`config.mk`:
```
export PLATFORM = sky130hd
export DESIGN_NAME = radio_frame_builder
export DESIGN_NICKNAME = d
export VERILOG_FILES = /design/src/shared/frame_pkg.sv /design/src/shared/sample_if.sv /design/src/rtl/radio_frame_builder.sv /design/src/rtl/pin_sync.sv /design/src/rtl/test_pattern_gen.sv
export VERILOG_INCLUDE_DIRS = /design/src /design/src/shared
export SDC_FILE = /design/constraint.sdc
export NUM_CORES = 1
export LEC_CHECK = 0
export ABC_AREA = 1
export ABC_CLOCK_PERIOD_IN_PS = 12210
export BUFFER_PORTS_ARGS = -buffer_cell sky130_fd_sc_hd__buf_2
export CAP_MARGIN = 25
export CORE_UTILIZATION = 48
export DETAILED_ROUTE_END_ITERATION = 10
export PLACE_DENSITY_LB_ADDON = 0.25
export SLEW_MARGIN = 20
export SYNTH_ARGS = -nofsm -noshare
export SYNTH_HDL_FRONTEND = slang
export SYNTH_SLANG_ARGS = --single-unit
export TNS_END_PERCENT = 30
```
`constraint.sdc`:
```
create_clock -name mclk_i -period 12.21 [get_ports mclk_i]
set_input_delay 1.221 -clock mclk_i [delete_from_list [all_inputs] [get_ports mclk_i]]
set_output_delay 1.221 -clock mclk_i [all_outputs]
set_load 0.01 [all_outputs]
```
`src/shared/frame_map.svh`:
```
// constants of the radio sample frame builder: offsets, fields, timing
`ifndef FRAME_MAP_SVH
`define FRAME_MAP_SVH

`define FB_CLK_NS          40
`define FB_FRAME_NS        1024000000
`define FB_SAMPLE_NS       100
`define FB_IMPULSE_NS      200
`define FB_SUBS_PER_FRAME  10
`define FB_TICK_STEP       3'h2
`define FB_TICK_MOD        3'h5

`define FB_ID_BYTE         8'hB7
`define FB_SEL_LSB         4
`define FB_BLOCK_LAST      9'h1FB
`define FB_TAIL_LAST       9'h1FD
`define FB_HEAD_GROUPS     8'h0A
`define FB_STATUS_GRP      8'h01
`define FB_RAD_FIRST_GRP   8'h02
`define FB_RAD_LAST_GRP    8'h06
`define FB_TAG_FIRST_GRP   8'h07
`define FB_TAG_LAST_GRP    8'h09
`define FB_LAST_SUB        4'h9

`define FB_IMPULSE_VALUE   16'h0080
`define FB_SQ_POS          16'h0100
`define FB_SQ_NEG          16'hFF00
`define FB_PRN_POS         16'h0001
`define FB_PRN_NEG         16'hFFFF
`define FB_PRN_SEED        16'hACE1
`define FB_SQ_LO_BIT       13
`define FB_SQ_MID_BIT      8
`define FB_SQ_HI_BIT       6

`define FB_REG_CTRL        8'h00
`define FB_REG_STATUS      8'h04
`define FB_REG_TAG         8'h08
`define FB_CTRL_RESET      3'h0
`define FB_OVERRUN_BIT     1

`endif

```
`src/shared/frame_pkg.sv`:
```
// types shared by the frame builder and its test pattern source
package frame_pkg;
    typedef enum logic [2:0] {
        SEL_ADC      = 3'h0,
        SEL_IMPULSE  = 3'h1,
        SEL_SQ_LO    = 3'h2,
        SEL_SQ_MID   = 3'h3,
        SEL_PRN_UNIT = 3'h4,
        SEL_PRN_FULL = 3'h5,
        SEL_SQ_HI    = 3'h6,
        SEL_ZERO     = 3'h7
    } input_sel_t;

    typedef enum {
        ST_IDLE,
        ST_GAP,
        ST_EMIT
    } builder_state_t;
endpackage : frame_pkg

```
`src/shared/sample_if.sv`:
```
// sample path between the frame builder and the test pattern source
`timescale 1ns/1ps
interface sample_if;
    logic                   tick;
    logic                   frame_start;
    frame_pkg::input_sel_t  sel;
    logic [15:0]            adc;
    logic [15:0]            sample;

    modport src (
        input  tick,
        input  frame_start,
        input  sel,
        input  adc,
        output sample
    );
    modport sink (
        output tick,
        output frame_start,
        output sel,
        output adc,
        input  sample
    );
endinterface : sample_if

```
`src/rtl/radio_frame_builder.sv`:
```
// radio sample frame builder: frame timing, byte interleave, register port
`timescale 1ns/1ps
`include "frame_map.svh"
module radio_frame_builder #(
    parameter int FRAME_CYCLES = `FB_FRAME_NS / `FB_CLK_NS
) (
    input  wire logic        mclk_i,
    input  wire logic        sys_rst_i,
    input  wire logic        second_strobe_i,
    input  wire logic [15:0] adc_data_i,
    input  wire logic        out_ready_i,
    output logic      [7:0]  out_data_o,
    output logic             out_valid_o,
    output logic             out_first_o,
    input  wire logic [7:0]  reg_addr_i,
    input  wire logic [31:0] reg_wdata_i,
    input  wire logic        reg_wr_i,
    input  wire logic        reg_rd_i,
    output logic      [31:0] reg_rdata_o,
    output logic             running_o
);
    localparam int          SUB_CYCLES = FRAME_CYCLES / `FB_SUBS_PER_FRAME;
    localparam logic [31:0] SUB_LAST   = 32'(SUB_CYCLES - 1);
    localparam logic [31:0] FRAME_LAST = 32'(FRAME_CYCLES - 1);

    sample_if sif ();

    frame_pkg::builder_state_t st_reg;
    logic        strobe_sync;
    logic        strobe_d_reg;
    logic        strobe_rise;
    logic [2:0]  phase_reg;
    logic        tick_reg;
    logic [31:0] cyc_reg;
    logic [3:0]  sub_reg;
    logic [3:0]  blk_reg;
    logic        sub_tick;
    logic        frame_start;
    logic [8:0]  off_reg;
    logic [1:0]  g3_reg;
    logic [7:0]  grp_reg;
    logic        word_hi_reg;
    logic [7:0]  lo_reg;
    logic        load;
    logic        extra;
    logic        last_byte;
    logic [7:0]  byte_next;
    logic [2:0]  rad_idx;
    logic [1:0]  tag_idx;
    logic [39:0] acc_reg;
    logic [39:0] rad_snap_reg;
    logic [23:0] tag_reg;
    logic [23:0] tag_snap_reg;
    logic [31:0] square;
    logic [2:0]  ctrl_sel_reg;
    logic [2:0]  frame_sel_reg;
    logic        overrun_reg;
    logic        overrun_set;
    logic        overrun_clr;
    logic [31:0] gap_reg;
    logic        gap_seen_reg;

    pin_sync #(
        .WIDTH (1)
    ) u_strobe_sync (
        .mclk_i    (mclk_i),
        .sys_rst_i (sys_rst_i),
        .d_i       (second_strobe_i),
        .q_o       (strobe_sync)
    );

    pin_sync #(
        .WIDTH (16)
    ) u_adc_sync (
        .mclk_i    (mclk_i),
        .sys_rst_i (sys_rst_i),
        .d_i       (adc_data_i),
        .q_o       (sif.adc)
    );

    test_pattern_gen u_pattern (
        .mclk_i    (mclk_i),
        .sys_rst_i (sys_rst_i),
        .sif       (sif.src)
    );

    // edge taken from the synchronised strobe, never the raw pin
    always_ff @(posedge mclk_i or posedge sys_rst_i) begin
        if (sys_rst_i) begin
            strobe_d_reg <= 1'b0;
        end else begin
            strobe_d_reg <= strobe_sync;
        end
    end
    assign strobe_rise = strobe_sync && !strobe_d_reg;

    // 10 MS/s tick from 25 MHz: two ticks every five clocks
    always_ff @(posedge mclk_i or posedge sys_rst_i) begin
        if (sys_rst_i) begin
            phase_reg <= 3'h0;
            tick_reg  <= 1'b0;
        end else if (frame_start) begin
            phase_reg <= 3'h0;  // tick grid locked to the frame
            tick_reg  <= 1'b0;
        end else if (phase_reg + `FB_TICK_STEP >= `FB_TICK_MOD) begin
            phase_reg <= phase_reg + `FB_TICK_STEP - `FB_TICK_MOD;
            tick_reg  <= 1'b1;
        end else begin
            phase_reg <= phase_reg + `FB_TICK_STEP;
            tick_reg  <= 1'b0;
        end
    end

    // a sub-frame tick every 102.4 ms; the first one is the strobe itself
    assign sub_tick = (st_reg == frame_pkg::ST_IDLE) ? strobe_rise
                      : (cyc_reg == SUB_LAST);
    assign frame_start = sub_tick && (sub_reg == 4'h0);

    always_ff @(posedge mclk_i or posedge sys_rst_i) begin
        if (sys_rst_i) begin
            st_reg <= frame_pkg::ST_IDLE;
        end else begin
            unique case (st_reg)
                frame_pkg::ST_IDLE: begin
                    if (strobe_rise) begin
                        st_reg <= frame_pkg::ST_EMIT;
                    end
                end
                frame_pkg::ST_GAP: begin
                    if (sub_tick) begin
                        st_reg <= frame_pkg::ST_EMIT;
                    end
                end
                frame_pkg::ST_EMIT: begin
                    if (!sub_tick && load && last_byte) begin
                        st_reg <= frame_pkg::ST_GAP;
                    end
                end
            endcase
        end
    end

    always_ff @(posedge mclk_i or posedge sys_rst_i) begin
        if (sys_rst_i) begin
            running_o <= 1'b0;
        end else if (strobe_rise) begin
            running_o <= 1'b1;
        end
    end

    // sub-frame counters; no stop once running
    always_ff @(posedge mclk_i or posedge sys_rst_i) begin
        if (sys_rst_i) begin
            cyc_reg <= 32'h0000_0000;
            sub_reg <= 4'h0;
            blk_reg <= 4'h0;
        end else if (sub_tick) begin
            cyc_reg <= 32'h0000_0000;
            blk_reg <= sub_reg;
            sub_reg <= (sub_reg == `FB_LAST_SUB) ? 4'h0 : sub_reg + 4'h1;
        end else if (st_reg != frame_pkg::ST_IDLE) begin
            cyc_reg <= cyc_reg + 32'h0000_0001;
        end
    end

    // selection frozen per frame so the status byte matches the samples
    always_ff @(posedge mclk_i or posedge sys_rst_i) begin
        if (sys_rst_i) begin
            frame_sel_reg <= `FB_CTRL_RESET;
        end else if (frame_start) begin
            frame_sel_reg <= ctrl_sel_reg;
        end
    end

    assign sif.tick        = tick_reg;
    assign sif.frame_start = frame_start;
    // at a frame start the pattern source already sees the new selection
    assign sif.sel         = frame_pkg::input_sel_t'(frame_start ?
                             ctrl_sel_reg : frame_sel_reg);

    // power integration, cleared at each frame start
    assign square = 32'($signed(sif.sample) * $signed(sif.sample));
    always_ff @(posedge mclk_i or posedge sys_rst_i) begin
        if (sys_rst_i) begin
            acc_reg      <= 40'h00_0000_0000;
            rad_snap_reg <= 40'h00_0000_0000;
        end else begin
            if (sub_tick) begin
                rad_snap_reg <= acc_reg;
            end
            // idle clear keeps pre-start samples out of the first frame
            if (frame_start || st_reg == frame_pkg::ST_IDLE) begin
                acc_reg <= 40'h00_0000_0000;
            end else if (tick_reg) begin
                acc_reg <= acc_reg + {8'h00, square};
            end
        end
    end

    // time tag: zero at start, never cleared by frames
    always_ff @(posedge mclk_i or posedge sys_rst_i) begin
        if (sys_rst_i) begin
            tag_reg      <= 24'h00_0000;
            tag_snap_reg <= 24'h00_0000;
        end else if (sub_tick) begin
            tag_snap_reg <= tag_reg;
            tag_reg      <= tag_reg + 24'h00_0001;
        end
    end

    // byte map: block 0 opens with triplets of one side byte and an
    // I/Q word; later blocks start them after six sample bytes, so only block 0 carries marker and status
    assign load  = (st_reg == frame_pkg::ST_EMIT) && !sub_tick
                   && (!out_valid_o || out_ready_i);
    assign extra = (grp_reg < `FB_HEAD_GROUPS) && (g3_reg == 2'h0)
                   && (blk_reg == 4'h0 || grp_reg >= `FB_RAD_FIRST_GRP);
    assign last_byte = (blk_reg == `FB_LAST_SUB) ?
                       (off_reg == `FB_TAIL_LAST) : (off_reg == `FB_BLOCK_LAST);
    assign rad_idx = 3'(`FB_RAD_LAST_GRP - grp_reg);
    assign tag_idx = 2'(`FB_TAG_LAST_GRP - grp_reg);

    always_comb begin
        byte_next = 8'h00;
        if (extra) begin
            if (grp_reg == 8'h00) begin
                byte_next = `FB_ID_BYTE;
            end else if (grp_reg == `FB_STATUS_GRP) begin
                byte_next = {1'b0, frame_sel_reg, 4'h0};
            end else if (grp_reg < `FB_TAG_FIRST_GRP) begin
                byte_next = rad_snap_reg[8*rad_idx +: 8];
            end else begin
                byte_next = tag_snap_reg[8*tag_idx +: 8];
            end
        end else if (word_hi_reg) begin
            byte_next = sif.sample[15:8];
        end else begin
            byte_next = lo_reg;
        end
    end

    always_ff @(posedge mclk_i or posedge sys_rst_i) begin
        if (sys_rst_i) begin
            off_reg     <= 9'h000;
            g3_reg      <= 2'h0;
            grp_reg     <= 8'h00;
            word_hi_reg <= 1'b1;
            lo_reg      <= 8'h00;
        end else if (sub_tick) begin
            off_reg     <= 9'h000;
            g3_reg      <= 2'h0;
            grp_reg     <= 8'h00;
            word_hi_reg <= 1'b1;
        end else if (load) begin
            off_reg <= off_reg + 9'h001;
            if (g3_reg == 2'h2) begin
                g3_reg  <= 2'h0;
                grp_reg <= grp_reg + 8'h01;
            end else begin
                g3_reg <= g3_reg + 2'h1;
            end
            if (!extra) begin
                word_hi_reg <= !word_hi_reg;
                if (word_hi_reg) begin
                    lo_reg <= sif.sample[7:0];  // word split stays coherent
                end
            end
        end
    end

    // output stage: a byte stands until the recorder takes it
    always_ff @(posedge mclk_i or posedge sys_rst_i) begin
        if (sys_rst_i) begin
            out_data_o  <= 8'h00;
            out_valid_o <= 1'b0;
            out_first_o <= 1'b0;
        end else if (load) begin
            out_data_o  <= byte_next;
            out_valid_o <= 1'b1;
            out_first_o <= (blk_reg == 4'h0) && (off_reg == 9'h000);
        end else if (out_ready_i) begin
            out_valid_o <= 1'b0;
        end
    end

    // a stalled recorder can make a block overrun its 102.4 ms slot
    assign overrun_set = sub_tick && (st_reg == frame_pkg::ST_EMIT);
    assign overrun_clr = reg_wr_i && (reg_addr_i == `FB_REG_STATUS)
                         && reg_wdata_i[`FB_OVERRUN_BIT];

    always_ff @(posedge mclk_i or posedge sys_rst_i) begin
        if (sys_rst_i) begin
            overrun_reg <= 1'b0;
        end else if (overrun_set) begin
            overrun_reg <= 1'b1;
        end else if (overrun_clr) begin
            overrun_reg <= 1'b0;
        end
    end

    // default selection routes the converter
    always_ff @(posedge mclk_i or posedge sys_rst_i) begin
        if (sys_rst_i) begin
            ctrl_sel_reg <= `FB_CTRL_RESET;
        end else if (reg_wr_i && reg_addr_i == `FB_REG_CTRL) begin
            ctrl_sel_reg <= reg_wdata_i[2:0];
        end
    end

    always_ff @(posedge mclk_i or posedge sys_rst_i) begin
        if (sys_rst_i) begin
            reg_rdata_o <= 32'h0000_0000;
        end else if (reg_rd_i) begin
            unique case (reg_addr_i)
                `FB_REG_CTRL:   reg_rdata_o <= {29'h0, ctrl_sel_reg};
                `FB_REG_STATUS: reg_rdata_o <= {30'h0, overrun_reg,
                                                running_o};
                `FB_REG_TAG:    reg_rdata_o <= {8'h00, tag_reg};
                default:        reg_rdata_o <= 32'h0000_0000;
            endcase
        end else begin
            reg_rdata_o <= 32'h0000_0000;
        end
    end

    // helper: cycles between frame starts
    always_ff @(posedge mclk_i or posedge sys_rst_i) begin
        if (sys_rst_i) begin
            gap_reg      <= 32'h0000_0000;
            gap_seen_reg <= 1'b0;
        end else if (frame_start) begin
            gap_reg      <= 32'h0000_0000;
            gap_seen_reg <= 1'b1;
        end else begin
            gap_reg <= gap_reg + 32'h0000_0001;
        end
    end
endmodule : radio_frame_builder

```
`src/rtl/pin_sync.sv`:
```
// two-flop synchroniser for pin inputs
`timescale 1ns/1ps
module pin_sync #(
    parameter int WIDTH = 1
) (
    input  wire logic             mclk_i,
    input  wire logic             sys_rst_i,
    input  wire logic [WIDTH-1:0] d_i,
    output logic      [WIDTH-1:0] q_o
);
    logic [WIDTH-1:0] meta_reg;

    always_ff @(posedge mclk_i or posedge sys_rst_i) begin
        if (sys_rst_i) begin
            meta_reg <= '0;
            q_o      <= '0;
        end else begin
            meta_reg <= d_i;
            q_o      <= meta_reg;
        end
    end
endmodule : pin_sync

```
`src/rtl/test_pattern_gen.sv`:
```
// sample source: converter input or one of seven test patterns
`timescale 1ns/1ps
`include "frame_map.svh"
module test_pattern_gen (
    input  wire logic mclk_i,
    input  wire logic sys_rst_i,
    sample_if.src     sif
);
    localparam logic [13:0] IMP_N = 14'(`FB_IMPULSE_NS / `FB_SAMPLE_NS);

    logic [13:0] cnt_reg;
    logic [15:0] lfsr_reg;
    logic [15:0] sample_reg;
    logic [15:0] pat_next;
    logic [13:0] cnt_use;
    logic [15:0] lfsr_use;

    // frame start is sample zero of the new pattern, so nothing of the
    // previous frame or selection leaks into a test frame
    assign cnt_use  = sif.frame_start ? 14'h0000 : cnt_reg;
    assign lfsr_use = sif.frame_start ? `FB_PRN_SEED : lfsr_reg;

    always_comb begin
        unique case (sif.sel)
            frame_pkg::SEL_ADC:      pat_next = sif.adc;
            frame_pkg::SEL_IMPULSE:  pat_next = (cnt_use < IMP_N) ?
                                     `FB_IMPULSE_VALUE : 16'h0000;
            frame_pkg::SEL_SQ_LO:    pat_next = cnt_use[`FB_SQ_LO_BIT] ?
                                     `FB_SQ_NEG : `FB_SQ_POS;
            frame_pkg::SEL_SQ_MID:   pat_next = cnt_use[`FB_SQ_MID_BIT] ?
                                     `FB_SQ_NEG : `FB_SQ_POS;
            frame_pkg::SEL_SQ_HI:    pat_next = cnt_use[`FB_SQ_HI_BIT] ?
                                     `FB_SQ_NEG : `FB_SQ_POS;
            frame_pkg::SEL_PRN_UNIT: pat_next = lfsr_use[0] ?
                                     `FB_PRN_NEG : `FB_PRN_POS;
            frame_pkg::SEL_PRN_FULL: pat_next = lfsr_use;
            frame_pkg::SEL_ZERO:     pat_next = 16'h0000;
        endcase
    end

    // patterns run at the 10 MS/s tick, replacing converter data
    always_ff @(posedge mclk_i or posedge sys_rst_i) begin
        if (sys_rst_i) begin
            cnt_reg    <= 14'h0000;
            lfsr_reg   <= `FB_PRN_SEED;
            sample_reg <= 16'h0000;
        end else if (sif.frame_start || sif.tick) begin
            cnt_reg    <= cnt_use + 14'h0001;
            lfsr_reg   <= {lfsr_use[14:0], lfsr_use[15] ^ lfsr_use[13]
                          ^ lfsr_use[12] ^ lfsr_use[10]};
            sample_reg <= pat_next;
        end
    end

    assign sif.sample = sample_reg;
endmodule : test_pattern_gen

```
After elaboration in Yosys (flattened, before gate mapping)

Cells that the tools add are included.

Multiplexer cells: 46
Reduce and logical (&&, ||, !) cells: 41
Shift-type cells: 2
$add $sub $neg: 12
Bitwise gates (word level): 5
Order comparisons: 5
Multipliers: 1
Equality and inequality tests: 23

Operator list:

| operator                                                                      | number |
|---|---|
| 32-bit 2-to-1 mux                                                             | 6 |
| 16-bit case mux with 8 select lines                                           | 1 |
| 32-bit case mux with 3 select lines                                           | 1 |
| 16-bit 2-to-1 mux                                                             | 5 |
| 40-bit 2-to-1 mux                                                             | 2 |
| 8-bit 2-to-1 mux                                                              | 9 |
| 24-bit case mux with 3 select lines                                           | 1 |
| 32-bit logical NOT                                                            | 2 |
| 40-bit by 32-bit adder with 40-bit output                                     | 1 |
| 40-bit by 7-bit variable part select with 8-bit output                        | 1 |
| 32-bit by 1-bit adder with 32-bit output, second input constant               | 1 |
| 32-bit by 1-bit == test with 1-bit output, second input constant              | 1 |
| 32-bit by 2-bit == test with 1-bit output, second input constant              | 1 |
| 32-bit by 22-bit == test with 1-bit output, second input constant             | 1 |
| 32-bit by 3-bit == test with 1-bit output, second input constant              | 1 |
| 16-bit by 16-bit multiplier with 32-bit output                                | 1 |
| 32-bit nonzero test                                                           | 1 |
| 24-bit by 1-bit adder with 24-bit output, second input constant               | 1 |
| 24-bit by 6-bit variable part select with 8-bit output                        | 1 |
| 9-bit == test, second input constant                                          | 2 |
| 9-bit 2-to-1 mux                                                              | 2 |
| 8-bit logical NOT                                                             | 2 |
| 14-bit by 1-bit adder with 14-bit output, second input constant               | 1 |
| 14-bit by 2-bit less-than comparator with 1-bit output, second input constant | 1 |
| 39 further kinds                                                              | 89 |

Flip-flop bits (word level): 363
Input bits: 62
Logic and storage cells: 166

Logic depth before layout (Yosys ltp)

Depth in word-level cells: 10
Depth in mapped cells: 39

Cells and area by module

From an unflattened synthesis, not the netlist that was laid out.

Cells, all modules: 3501
Area total of the unflattened synthesis: 27097.2 um^2

Modules (own cells, without submodules):

| module                   | instances | area an instance (um^2) | cells an instance |
|---|---|---|---|
| radio_frame_builder      | 1         | 23727.8                 | 3135 |
| test_pattern_gen         | 1         | 2511.2                  | 330 |
| pin_sync (u_adc_sync)    | 1         | 804.5                   | 33 |
| pin_sync (u_strobe_sync) | 1         | 53.8                    | 3 |

Worst setup path before layout

Ideal clock, no wire load.

Kind: register -> register
Start point: register u_pattern.sample_reg[3], in the netlist u_pattern.sif.sample[3]
End point: register acc_reg[39]
Setup slack: 4.920 ns
Required time: 12.091 ns
Stages on the path, launching flop included: 36
Data arrival time: 7.171 ns
Period minus slack after synthesis: 7.290 ns
Buffers on the path: 2
Cell sequence: dfrtp_1 -> clkbuf_1 -> buf_1 -> nand2_1 -> inv_1 -> fa_1 -> inv_1 -> fa_1 -> inv_1 -> fa_1 -> fa_1 -> fa_1 -> inv_1 -> fa_1 -> inv_1 -> ha_1 -> nand2_1 -> nor2_1 -> inv_1 -> nor2_1 -> nand2_1 -> o211ai_1 -> a31oi_1 -> xnor2_1 -> ha_1 -> nand2_1 -> nor2_1 -> inv_1 -> nor2_1 -> inv_1 -> nor4_1 -> nand3_1 -> nand3_1 -> nand4_1 -> nand2_1 -> nor2_1

Cells in the longest elaborated chain, start to end: 4

Ends and longest elaborated chain:

| what                                           | RTL line                   | RTL |
|---|---|---|
| start, declared                                | test_pattern_gen.sv:13     | `logic [15:0] sample_reg;` |
| start signal, assigned                         | test_pattern_gen.sv:51     | `sample_reg <= pat_next;` |
| 16-bit by 16-bit multiplier with 32-bit output | radio_frame_builder.sv:182 | `assign square = 32'($signed(sif.sample) * $signed(sif.sample));` |
| 40-bit by 32-bit adder with 40-bit output      | radio_frame_builder.sv:195 | `acc_reg <= acc_reg + {8'h00, square};` |
| 40-bit 2-to-1 mux                              | radio_frame_builder.sv:194 | `end else if (tick_reg) begin` |
| 40-bit 2-to-1 mux                              | radio_frame_builder.sv:192 | `if (frame_start \|\| st_reg == frame_pkg::ST_IDLE) begin` |
| end signal, assigned                           | radio_frame_builder.sv:195 |  |
| end, declared                                  | radio_frame_builder.sv:50  | `logic [39:0] acc_reg;` |

Every way passes these cells. The select of a mux whose other input is x is not followed.
A chain may end at the register's enable or synchronous reset.

Worst setup path after layout

Start point: register u_pattern.sample_reg[1], in the netlist u_pattern.sif.sample[1]
End point: register acc_reg[35]

The elaborated chain is that of the path after synthesis.

==> metrics.csv <==
stage;metric;value;unit
finish;final_nets;3676;
clock_tree;cts_buffer_depth;3;
grt;first_global_vias;20750;
clock_tree;worstSkewPairLatency;0.53;ns
sta;min_period;8.635;ns
grt;busiest_layer;met2;
clock_tree;h-tree-depth;2;
hold_path;hold_class;flip-flop to flip-flop;
logic_synthesis;yosys_warnings;0;
run_status;status;finished clean;
setup_path;required;12.62;ns
logic_synthesis;ys_seq_elements;325;
setup_path;slowest_delay;0.95;ns
route;route.vias.total;20520;
logic_synthesis;ys.flop_type;dfrtp_1;
sta;tightest_slew;1.023;ns
route;drc;0;
grt;antenna_found_initial;0;
route;wl_per_cell;15.70;um
sta;tns;0;ns
die;die_x;235.3;um
route;via_per_inst;5.175;
setup_path;crit_top_cell;inv_1;
grt;grt_max_degree;191;
die;die_y;235.3;um
place;port_buffers;67;
grt;met3_usage;2.228;%
setup_path;path_max_fanout;20;
finish;final_util;52.71;%
setup_path;path_delay_family;adder cells;
finish;drive_gt1_share;6.271;%
place;gp_congestion;0.9240;
die;die_area;55350;um^2
clock_tree;cts_setup_buffers;0;
grt;met2_usage;37.97;%
die;start_util;48.54;%
sta;setup_viol_count_final;0;
setup_path;end_kind;flip-flop;
finish;nFillCells;5076;
sta;hold_viol;0;
flow_run;cap_viol_max_count;0;
place;hpwl;48250;um
route;firstDrtPassIters;7;
die;coreArea;53810;um^2
sta;slew_headroom;31.79;%
route;wl;62250;um
grt;gr-usage-met1;32.69;%
setup_path;crit_slowest_cell;dfrtp_1;
finish;area_delta_synth_final;8.603;%
grt;grt_usage;22.97;%
clock_tree;clk_pin_slew;0.06;ns
sta;rsz0062_at_grt;no;
logic_synthesis;netlist.top_cell.by_area;dfrtp_1;
grt;grt_pass1_wl;104300;um
sta;clock_skew;0.01583;ns
logic_synthesis;synth_edf_count;0;
logic_synthesis;syn_avg_cell_area;8.112;um^2
sta;period_share;70.72;%
grt;grt_overflow_total;0;
clock_tree;cts_buffers;36;
finish;antenna_cells;0;
clock_tree;holdBufCountCts;0;
logic_synthesis;ys_top_cells_by_area;dfrtp_1 30%, fa_1 18%, nand2_1 9.9%;
route;antenna_left;0;
clock_tree;cts_resized;0;
die;pin_count;105;
clock_tree;cts_root_buf;clkbuf_16;
logic_synthesis;netlist.area_leader.share;30.27;%
hold_path;hold_depth;0;
logic_synthesis;ys_seq_area_share;31.18;%
setup_path;startpoint_type;flip-flop;
sta;drv_slew;0;
setup_path;cp_num_buf_inv;8;
logic_synthesis;async_flop_share;100.0;%
logic_synthesis;synth_cell_types;58;
route;drtIter0Drc;1305;
die;num_rows;85;
setup_path;worstPathArrival;9.04;ns
logic_synthesis;netlist_area;26120;um^2
setup_path;crit_type;flip-flop to flip-flop;
setup_path;crit_cells;33;
setup_path;r2r_cells;33;
sta;max_freq;115.8;MHz
clock_tree;cts_sinks;325;
clock_tree;cts_tree;done;
logic_synthesis;synthCells;3220;
[cells in the mapped netlist, types with 6 or more instances]
cell and n:
nor2_1 208, xor2_1 75, o211ai_1 15, dfstp_2 9
buf_4 16, o22ai_1 13, inv_1 670, inv_2 8
nand3_1 103, o21bai_1 9, nand2_1 686, nand2_2 10
nand4_1 19, clkbuf_1 67, ha_1 131, buf_2 9
dfrtp_1 316, nor2_4 6, a21oi_1 143, xnor2_1 34
a31oi_1 25, o21ai_0 199, a21o_1 11, fa_1 239
o21ai_1 31, buf_1 10, nor3_1 71, nor4_1 18
nand3b_1 6
[layout make-up]
cell class	count	area (um^2)	share of cell area [%]
Inverter	678	2552	8.998
Tap cell	696	870.8	3.070
Clock buffer	53	1117	3.939
Timing Repair Buffer	83	515.5	1.817
Sequential cell	325	8144	28.71
Clock inverter	10	186.4	0.6572
Multi-Input combinational cell	2120	14980	52.81
[placed cells by master, fill, tap and decap left out, types with 10 or more instances in the layout]
master / count
o211ai_1: 15
nand2_2: 10
dfrtp_1: 316
clkbuf_8: 11
nand4_1: 19
a21o_1: 11
fa_1: 239
xor2_1: 75
buf_4: 12
nor3_1: 71
clkbuf_16: 38
o21ai_0: 199
nand2_1: 686
ha_1: 131
nor4_1: 18
a31oi_1: 25
nand3_1: 103
xnor2_1: 34
inv_1: 669
a21oi_1: 143
o21ai_1: 31
o22ai_1: 13
nor2_1: 208
buf_2: 67
[path summary, 6_finish.rpt]
kind	from	to	slack [ns]
setup / recovery	u_pattern.sif.sample[1]	acc_reg[35]	3.57
max in group asynchronous	sys_rst_i	u_pattern.cnt_reg[1]	10.24
hold / removal	u_adc_sync.meta_reg[6]	u_adc_sync.q_o[6]	0.35
hold reg to reg	u_adc_sync.meta_reg[6]	u_adc_sync.q_o[6]	0.35
min in group asynchronous	sys_rst_i	off_reg[7]	0.67
setup reg to reg	u_pattern.sif.sample[1]	acc_reg[35]	3.57
[layer usage]
metal / routed length [um] / share of wire [%] / vias up
met3: 2438 / 3.9 / 87
li1: - / - / 9974
met5: 0 / 0 / -
met2: 29380 / 47 / 391
met4: 1348 / 2.2 / 0
met1: 29090 / 47 / 10070
[per-stage QoR]
step	setup slack [ns]	cell area, um^2	instances	hold WS, ns
after detailed placement	3.661	26990	3899	0.3347
final	3.575	28370	3965	0.3457
after CTS	3.599	28300	3962	0.3477
after global placement	3.792	26990	3899	0.3331
after global routing	3.005	28370	3965	0.3527
after floorplan	2.006	26150	3227	0.3312
[cells by family (layout without fill, tap and decap cells)]
group | Yosys count | after routing | share of synthesized area [%]
mux | 2 | 2 | 0.08622
simple gates | 1161 | 1161 | 19.09
fa+ha+maj | 370 | 370 | 24.59
xor+xnor | 109 | 109 | 3.655
flops | 325 | 325 | 31.18
other cells | 1 | 8 | 0.01436
compound gates | 470 | 470 | 9.810
buf+inv | 782 | 824 | 11.57
Power is left out: the tool's default activity adds up to more than one toggle a clock period on the data nets, which glitch-free logic cannot reach.
